## config.mk

```make
export PLATFORM = sky130hd
export DESIGN_NAME = ims_seq
export DESIGN_NICKNAME = d
export VERILOG_FILES = /design/src/hdl/ims_baud.sv /design/src/hdl/ims_seq.sv
export SDC_FILE = /design/constraint.sdc
export NUM_CORES = 1
export LEC_CHECK = 0
export BUFFER_PORTS_ARGS = -buffer_cell sky130_fd_sc_hd__buf_2
export CORE_MARGIN = 5
export CORE_UTILIZATION = 25
export DETAILED_ROUTE_END_ITERATION = 10
export PLACE_DENSITY = 0.51
export SYNTH_ARGS = -nofsm -noshare
export SYNTH_HDL_FRONTEND = slang
export SYNTH_SLANG_ARGS = --single-unit
```

## constraint.sdc

```tcl
create_clock -name i_clk -period 5.9 [get_ports i_clk]
set_clock_uncertainty 0.05 [all_clocks]
set_input_delay 0.59 -clock i_clk [delete_from_list [all_inputs] [get_ports i_clk]]
set_output_delay 0.59 -clock i_clk [all_outputs]
set_load 0.1 [all_outputs]
```

## src/hdl/ims_baud.sv

```systemverilog
// Shared constants of the I2C master sequencer and its baud counter.
`timescale 1ns/1ns

package ims_pkg;
    // ****************************************************************
    // Widths, control bit positions, and counter and reset values
    // ****************************************************************
    localparam int BAUD_W = 7;
    localparam int CTL2_W = 5;
    localparam int CTL_START_BIT = 0;
    localparam int CTL_RESTART_BIT = 1;
    localparam int BYTE_W = 8;
    localparam logic [3:0] BIT_CNT_RST = 4'h0;
    localparam logic [3:0] BIT_CNT_ONE = 4'h1;
    localparam logic [3:0] BITS_PER_BYTE = 4'h8;
    localparam logic [7:0] BUF_RST = 8'h00;
    localparam logic [6:0] BAUD_ZERO = 7'h00;
    localparam logic [6:0] BAUD_ONE = 7'h01;

    // ****************************************************************
    // Sequencer states
    // ****************************************************************
    typedef enum logic [3:0] {
        ST_IDLE = 4'h0,
        ST_S_WAIT = 4'h1,
        ST_S_HOLD = 4'h2,
        ST_R_SCLLO = 4'h3,
        ST_R_SDAHI = 4'h4,
        ST_R_SCLREL = 4'h5,
        ST_R_BOTHHI = 4'h6,
        ST_R_SDALO = 4'h7,
        ST_T_LOW = 4'h8,
        ST_T_REL = 4'h9,
        ST_T_HIGH = 4'hA
    } ims_state_t;
endpackage

module ims_baud
    import ims_pkg::*;
#(
    parameter int W = BAUD_W
) (
    input wire logic i_clk,           // System clock.
    input wire logic i_rst,           // Synchronous reset, active high.
    input wire logic i_load,          // Reload the count and start.
    input wire logic i_stop,          // Abort the count.
    input wire logic [W-1:0] i_reload, // Reload value.
    output logic o_expire              // One-cycle pulse at count end.
);
    // ****************************************************************
    // Down counter that halts at zero
    // ****************************************************************
    logic [W-1:0] cnt_q;
    logic act_q;

    assign o_expire = act_q && (cnt_q == W'(BAUD_ZERO));

    always_ff @(posedge i_clk) begin
        if (i_rst) begin
            cnt_q <= W'(BAUD_ZERO);
            act_q <= 1'b0;
        end else if (i_stop) begin
            act_q <= 1'b0;
        end else if (i_load) begin
            cnt_q <= i_reload;
            act_q <= 1'b1;
        end else if (o_expire) begin
            act_q <= 1'b0;
        end else if (act_q) begin
            cnt_q <= cnt_q - W'(BAUD_ONE);
        end
    end
endmodule

```

## src/hdl/ims_seq.sv

```systemverilog
// I2C master start, repeated start and byte transmit sequencer.
// Notes on behaviour
// Start request checks both lines high, loads baud counter, starts counting.
// At expiry with both lines high, SDA driven low and start_seen set.
// Second expiry clears start_enable, stops counter, keeps SDA low.
// Low line at start or SCL low before SDA low: collision, abort, idle.
// Buffer write during start is dropped and sets write_collision.
// Control writes are ignored until a start or restart completes.
// Restart in idle pulls SCL low, then releases SDA for one period.
// SDA high: release SCL, wait high, both high one period, SDA low.
// Restart end clears restart_enable, no reload, sets flags as specified.
// Restart request during another event is ignored.
// Restart collision: SDA low as SCL rises, or SCL drops early.
// Buffer write during restart is dropped and sets write_collision.
// Accepted buffer write sets buffer_full and starts the byte.
// Each bit changes with SCL low; SCL low then high one period each.
// buffer_full clears once eight bits have been shifted out.
// After the eighth falling edge SDA is released for the acknowledge.
// SDA sampled on ninth falling edge into ack_status.
// After ninth clock event flag set, counter stops, SCL held low.
// Buffer write while shifting is dropped; write_collision stays until cleared.
// Software writes address after the start event, then data after acknowledge.
// Baud counter loads seven bits, counts down to zero and stops.
// Released SCL suspends counting until SCL is sampled high.
// Event flags are sticky until cleared; reset returns to idle.
`timescale 1ns/1ns

module ims_seq
    import ims_pkg::*;
(
    input wire logic i_clk,                   // System clock, 25 MHz.
    input wire logic i_rst,                   // Synchronous reset, active high.
    input wire logic i_scl_in,                // SCL pin level.
    output logic o_scl_out,                   // SCL output level, always low.
    output logic o_scl_oe,                    // SCL pulled low when high.
    input wire logic i_sda_in,                // SDA pin level.
    output logic o_sda_out,                   // SDA output level, always low.
    output logic o_sda_oe,                    // SDA pulled low when high.
    input wire logic [BAUD_W-1:0] i_baud_reload, // Baud reload value.
    input wire logic i_ctl2_wr,               // Control write strobe.
    input wire logic [CTL2_W-1:0] i_ctl2_wdata, // Control write data.
    input wire logic i_buf_wr,                // Shift buffer write strobe.
    input wire logic [BYTE_W-1:0] i_buf_wdata, // Shift buffer write data.
    input wire logic i_clr_event,             // Clear serial event flag.
    input wire logic i_clr_bcol,              // Clear bus collision flag.
    input wire logic i_clr_write_collision,              // Clear write collision flag.
    output logic o_start_enable,              // Start in progress.
    output logic o_restart_enable,            // Restart in progress.
    output logic o_start_seen,                // Start condition detected.
    output logic o_buffer_full,               // Byte waiting or shifting.
    output logic o_ack_status,                // High when not acknowledged.
    output logic o_serial_event_flag,         // Sequence finished.
    output logic o_bus_collision_flag,        // Collision detected.
    output logic o_write_collision,           // Buffer write was dropped.
    output logic [BYTE_W-1:0] o_shift_buffer  // Shift buffer contents.
);
    // ****************************************************************
    // Pin synchronisers
    // ****************************************************************
    logic scl_m_q, scl_s_q, sda_m_q, sda_s_q;

    always_ff @(posedge i_clk) begin
        if (i_rst) begin
            scl_m_q <= 1'b1;
            scl_s_q <= 1'b1;
            sda_m_q <= 1'b1;
            sda_s_q <= 1'b1;
        end else begin
            scl_m_q <= i_scl_in;
            scl_s_q <= scl_m_q;
            sda_m_q <= i_sda_in;
            sda_s_q <= sda_m_q;
        end
    end

    // ****************************************************************
    // Event decode
    // ****************************************************************
    ims_state_t state_q;
    logic scl_oe_q, sda_oe_q;
    logic start_en_q, restart_en_q, sseen_q, bf_q, ack_q;
    logic event_q, bcol_q, write_collision_q;
    logic [BYTE_W-1:0] buf_q, shift_q;
    logic [3:0] bit_cnt_q;
    logic expire, idle, both_hi;
    logic wr_start, wr_restart, buf_take, buf_reject;
    logic col_start, col_restart, bus_col;
    logic ev_sseen, ack_done, ev_done, baud_load;

    assign idle = (state_q == ST_IDLE);
    assign both_hi = sda_s_q && scl_s_q;
    assign wr_start = i_ctl2_wr && idle && i_ctl2_wdata[CTL_START_BIT];
    assign wr_restart = i_ctl2_wr && idle && !i_ctl2_wdata[CTL_START_BIT]
        && i_ctl2_wdata[CTL_RESTART_BIT];
    assign buf_take = i_buf_wr && idle && !wr_start && !wr_restart;
    assign buf_reject = i_buf_wr && !buf_take;
    assign col_start = (wr_start && !both_hi)
        || ((state_q == ST_S_WAIT) && (!scl_s_q || (expire && !sda_s_q)));
    assign col_restart = ((state_q == ST_R_SDAHI) && expire && !sda_s_q)
        || ((state_q == ST_R_SCLREL) && scl_s_q && !sda_s_q)
        || ((state_q == ST_R_BOTHHI) && !both_hi);
    assign bus_col = col_start || col_restart;
    assign ev_sseen = expire && both_hi
        && ((state_q == ST_S_WAIT) || (state_q == ST_R_BOTHHI));
    assign ack_done = (state_q == ST_T_HIGH) && expire && (bit_cnt_q == BITS_PER_BYTE);
    assign ev_done = expire && ((state_q == ST_S_HOLD) || (state_q == ST_R_SDALO))
        || ack_done;
    assign baud_load = (wr_start && both_hi)
        || (ev_sseen && !bus_col)
        || ((state_q == ST_R_SCLLO) && !scl_s_q)
        || ((state_q == ST_R_SCLREL) && scl_s_q && sda_s_q)
        || buf_take
        || ((state_q == ST_T_REL) && scl_s_q)
        || ((state_q == ST_T_HIGH) && expire && !ack_done);

    ims_baud #(
        .W(BAUD_W)
    ) u_baud (
        .i_clk(i_clk),
        .i_rst(i_rst),
        .i_load(baud_load),
        .i_stop(bus_col),
        .i_reload(i_baud_reload),
        .o_expire(expire)
    );

    // ****************************************************************
    // Sequencer and pin drive
    // ****************************************************************
    always_ff @(posedge i_clk) begin
        if (i_rst) begin
            state_q <= ST_IDLE;
            scl_oe_q <= 1'b0;
            sda_oe_q <= 1'b0;
            bit_cnt_q <= BIT_CNT_RST;
            shift_q <= BUF_RST;
        end else if (bus_col) begin
            state_q <= ST_IDLE;
            scl_oe_q <= 1'b0;
            sda_oe_q <= 1'b0;
        end else begin
            case (state_q)
                ST_IDLE: begin
                    if (wr_start) begin
                        state_q <= ST_S_WAIT;
                    end else if (wr_restart) begin
                        scl_oe_q <= 1'b1;
                        state_q <= ST_R_SCLLO;
                    end else if (buf_take) begin
                        scl_oe_q <= 1'b1;
                        sda_oe_q <= !i_buf_wdata[BYTE_W-1];
                        shift_q <= {i_buf_wdata[BYTE_W-2:0], 1'b0};
                        bit_cnt_q <= BIT_CNT_RST;
                        state_q <= ST_T_LOW;
                    end
                end
                ST_S_WAIT: begin
                    if (expire) begin
                        sda_oe_q <= 1'b1;
                        state_q <= ST_S_HOLD;
                    end
                end
                ST_S_HOLD: begin
                    if (expire) begin
                        state_q <= ST_IDLE;
                    end
                end
                ST_R_SCLLO: begin
                    if (!scl_s_q) begin
                        sda_oe_q <= 1'b0;
                        state_q <= ST_R_SDAHI;
                    end
                end
                ST_R_SDAHI: begin
                    if (expire) begin
                        scl_oe_q <= 1'b0;
                        state_q <= ST_R_SCLREL;
                    end
                end
                ST_R_SCLREL: begin
                    if (scl_s_q) begin
                        state_q <= ST_R_BOTHHI;
                    end
                end
                ST_R_BOTHHI: begin
                    if (expire) begin
                        sda_oe_q <= 1'b1;
                        state_q <= ST_R_SDALO;
                    end
                end
                ST_R_SDALO: begin
                    if (expire) begin
                        state_q <= ST_IDLE;
                    end
                end
                ST_T_LOW: begin
                    if (expire) begin
                        scl_oe_q <= 1'b0;
                        state_q <= ST_T_REL;
                    end
                end
                ST_T_REL: begin
                    if (scl_s_q) begin
                        state_q <= ST_T_HIGH;
                    end
                end
                ST_T_HIGH: begin
                    if (ack_done) begin
                        scl_oe_q <= 1'b1;
                        sda_oe_q <= 1'b0;
                        state_q <= ST_IDLE;
                    end else if (expire) begin
                        scl_oe_q <= 1'b1;
                        bit_cnt_q <= bit_cnt_q + BIT_CNT_ONE;
                        if (bit_cnt_q + BIT_CNT_ONE == BITS_PER_BYTE) begin
                            sda_oe_q <= 1'b0;
                        end else begin
                            sda_oe_q <= !shift_q[BYTE_W-1];
                            shift_q <= {shift_q[BYTE_W-2:0], 1'b0};
                        end
                        state_q <= ST_T_LOW;
                    end
                end
                default: begin
                    state_q <= ST_IDLE;
                    scl_oe_q <= 1'b0;
                    sda_oe_q <= 1'b0;
                end
            endcase
        end
    end

    // ****************************************************************
    // Control bits and status flags
    // ****************************************************************
    always_ff @(posedge i_clk) begin
        if (i_rst) begin
            start_en_q <= 1'b0;
            restart_en_q <= 1'b0;
            sseen_q <= 1'b0;
            ack_q <= 1'b0;
        end else begin
            if (wr_start && both_hi) begin
                start_en_q <= 1'b1;
            end else if (bus_col || ((state_q == ST_S_HOLD) && expire)) begin
                start_en_q <= 1'b0;
            end
            if (wr_restart) begin
                restart_en_q <= 1'b1;
            end else if (bus_col || ((state_q == ST_R_SDALO) && expire)) begin
                restart_en_q <= 1'b0;
            end
            if (ev_sseen && !bus_col) begin
                sseen_q <= 1'b1;
            end
            if (ack_done) begin
                ack_q <= sda_s_q;
            end
        end
    end

    always_ff @(posedge i_clk) begin
        if (i_rst) begin
            event_q <= 1'b0;
            bcol_q <= 1'b0;
            write_collision_q <= 1'b0;
        end else begin
            if (ev_done && !bus_col) begin
                event_q <= 1'b1;
            end else if (i_clr_event) begin
                event_q <= 1'b0;
            end
            if (bus_col) begin
                bcol_q <= 1'b1;
            end else if (i_clr_bcol) begin
                bcol_q <= 1'b0;
            end
            if (buf_reject) begin
                write_collision_q <= 1'b1;
            end else if (i_clr_write_collision) begin
                write_collision_q <= 1'b0;
            end
        end
    end

    // ****************************************************************
    // Shift buffer
    // ****************************************************************
    always_ff @(posedge i_clk) begin
        if (i_rst) begin
            buf_q <= BUF_RST;
            bf_q <= 1'b0;
        end else begin
            if (buf_take) begin
                buf_q <= i_buf_wdata;
                bf_q <= 1'b1;
            end else if (bus_col || ((state_q == ST_T_HIGH) && expire
                && (bit_cnt_q + BIT_CNT_ONE == BITS_PER_BYTE))) begin
                bf_q <= 1'b0;
            end
        end
    end

    assign o_scl_out = 1'b0;
    assign o_sda_out = 1'b0;
    assign o_scl_oe = scl_oe_q;
    assign o_sda_oe = sda_oe_q;
    assign o_start_enable = start_en_q;
    assign o_restart_enable = restart_en_q;
    assign o_start_seen = sseen_q;
    assign o_buffer_full = bf_q;
    assign o_ack_status = ack_q;
    assign o_serial_event_flag = event_q;
    assign o_bus_collision_flag = bcol_q;
    assign o_write_collision = write_collision_q;
    assign o_shift_buffer = buf_q;
endmodule

```

==> flow_summary.ini <==
[power]
p_int_uw = 692.9
vdd_drop_max_uv = 124.6
p_seq_frac = 0.338
cellPowerDensity_nw_per_um2 = 476.8
power_leakage_nw = 1.127
total_power_mw = 1.376
combPwrFrac = 0.525
netSwitchingPower_uw = 682.8
switching_share = 0.4963
power.share.clock = 0.137

[clock_network]
insertion_delay_ns = 0.30
root_buffer = clkbuf_8
htreeDepth = 2
numCtsBuffers = 5
cts_hold_buf = 0
cts_buffer_depth = 2
clkSinkCount = 45
clk_pin_slew_ns = 0.08
post_cts_buffers = 0
tritoncts = yes
post_cts_resized = 0

[worst_setup_path]
rr_worst_depth = 6
critPathLaunchType = flip-flop
crit_top_cell = a31oi_1
arrival_ns = 3.41
reg2reg_slack_ns = 2.67
worst_path_max_delay_cell = dfxtp_1
worstPathCellList = nand4bb_1 -> a31oi_1 -> or3_1 -> nand3_2 -> or4_1 -> a31oi_1
r2r_start = state_q[3]
worstPathMaxFanout = 27
critical_path_class = reg2reg
cp-end-kind = flip-flop
cp.required_ns = 6.08
reg2reg_to = u_baud.cnt_q[0]
cp_slowest_stage_delay_ns = 0.87

[synth]
syn_inst = 322
syn_avg_cell_area_um2 = 7.830
yosysSeqAreaShare = 0.3573
synthFlopType = dfxtp_1
yosysWarnings = 0
synth_edf_count = 0
ys_ff_latch = 45
synthArstFlopShare = 0
syn_area_um2 = 2521
ys_types = 62

[floorplanning]
die_w_um = 110.4
start_util = 0.2568
rows = 36
die_h_um = 110.4
die_area_um2 = 12190
pin_count = 49
core-area_um2 = 9819

[route]
viasPerCell = 4.852
drt-total-wl_um = 6521
detail_route.iter0.violations = 129
wl_per_cell_um = 13.45
dr.pass1.iters = 4
ant_nets = 0
vias = 2353
drc = 0

[sta]
tightest_slew_ns = 0.8404
finalSetupTns_ns = 0
maxSlewViolCount = 0
fin_hold_ws_ns = 0.3622
fin_crit_sh = 0.5476
finalSetupViolCount = 0
finalCriticalPeriod_ns = 3.231
hold_violations = 0
fmaxAchievable_mhz = 309.5
rsz0062_at_grt = false
relSlewSlack = 0.4390

[worst_hold_path]
worstHoldPathCells = 1
hp-class = reg2reg
min_to = sda_s_q
worstHoldStart = sda_m_q

[global_routing]
grtUsageTotal = 0.1084
grt_pass1_vias = 2213
grt_pass1_wl_um = 11160
antenna_found_initial = 0
grt_max_degree = 40
grt_overflow = 0

[finish]
n_antenna_cell = 0
finalNonFillerCells = 485
fin_nets = 384
area_growth_pct = 14.44
fin_area_um2 = 2885
drive_above_1_share = 0.1818

[placed_design]
io_buffers = 43
place_hpwl_um = 4654
globalplace.congestion = 0.7812
dpl_cell_area_um2 = 2801
dp_cells = 477

[run]
cap_violations = 0

[outcome]
status = finished clean
## stage by stage
stage	util	setup slack (ns)
2_1_floorplan	-	3.677
3_3_place_gp	0.2853	2.669
3_5_place_dp	0.2853	2.659
4_1_cts	0.2938	2.612
5_1_grt	0.2938	2.274
6_report	0.2938	2.669
## metal layers
metal	track usage	routed length, um	part of all wire	up-vias
met2	0.1719	2999	0.46	44
li1	-	-	-	1217
met5	0	0	0	-
met3	0.01969	218	0.033	6
met1	0.1466	3204	0.49	1086
met4	0.03941	98	0.015	0
## flip-flops by register name (all words and copies together) (netlist names), 4 cells and up
| register | count |
|---|---|
| o_shift_buffer | 8 |
| bit_cnt_q | 4 |
| u_baud.cnt_q | 7 |
| shift_q | 7 |
| state_q | 4 |
## placed cells by master (no fill, tap or decap), types with 5 or more instances in the layout
cell | Yosys | final
a21oi_1 | 27 | 27
a311oi_1 | 8 | 8
a31oi_1 | 8 | 8
and3b_1 | 5 | 5
buf_2 | 6 | 43
clkbuf_8 | 0 | 5
dfxtp_1 | 45 | 45
inv_1 | 10 | 10
nand2_1 | 53 | 53
nand3_1 | 5 | 5
nand3b_1 | 5 | 5
nor2_1 | 24 | 24
nor3_1 | 7 | 7
o21ai_0 | 8 | 8
or3_1 | 12 | 12
## final cells by class
cell class,count,area (um^2)
clock buffer,7,76.32
clock inverter,1,7.507
fill,1119,6934
inverter,11,41.29
multi-input combinational,244,1470
sequential,45,900.9
tap,133,166.4
timing repair buffer,44,222.7
## power by group through the flow
stage,Sequential (mW),Clock [mW],Combinational (mW)
after floorplan,0.580,0,0.497
after global placement,0.470,0,0.717
after detailed placement,0.472,0,0.724
after CTS,0.465,0.199,0.728
after global routing,0.479,0.212,0.807
final,0.465,0.188,0.722
## worst max-delay path, delay by kind of cell (launching register included)
family,cells,cell delay (ns)
flops,1,0.87
simple gates,4,1.69
compound gates,2,0.53
## worst max path at each step
stage | to | from | slack [ns]
6_report | u_baud.cnt_q[0] | state_q[3] | 2.67
4_1_cts | u_baud.cnt_q[0] | state_q[3] | 2.61
3_5_place_dp | u_baud.cnt_q[0] | state_q[3] | 2.66
3_3_place_gp | u_baud.cnt_q[0] | state_q[3] | 2.67
5_1_grt | u_baud.cnt_q[0] | state_q[3] | 2.27
2_1_floorplan | bit_cnt_q[3] | i_ctl2_wdata[0] | 3.68
## synthesized netlist by cell type (all sizes together), types with 4 or more instances
| master | count | area, um^2 |
|---|---|---|
| a21oi | 28 | 143.9 |
| a311oi | 8 | 70.07 |
| a31oi | 8 | 50.05 |
| and3b | 5 | 43.79 |
| buf | 13 | 75.08 |
| clkbuf | 10 | 37.54 |
| dfxtp | 45 | 900.9 |
| ha | 4 | 50.05 |
| inv | 11 | 41.29 |
| nand2 | 53 | 198.9 |
| nand3 | 6 | 35.03 |
| nand3b | 5 | 37.54 |
| nor2 | 25 | 96.35 |
| nor3 | 7 | 35.03 |
| o21ai | 11 | 55.05 |
| o22ai | 4 | 25.02 |
| or2 | 5 | 31.28 |
| or3 | 12 | 75.07 |
| or4 | 5 | 41.29 |
## cells by family (layout without fill, tap and decap cells)
family	count (synthesis)	in the layout	synth area share
adders and majority gates	4	4	0.01985
xor gates and xnor gates	6	6	0.02085
and+or+nand+nor	149	149	0.3241
buffers and inverters	34	63	0.06105
DFF	45	45	0.3573
other	1	2	0.001487
AOI/OAI and AO/OA	81	81	0.2074
muxes	2	2	0.007941
Note: power is estimated with default switching activity, not from simulation.
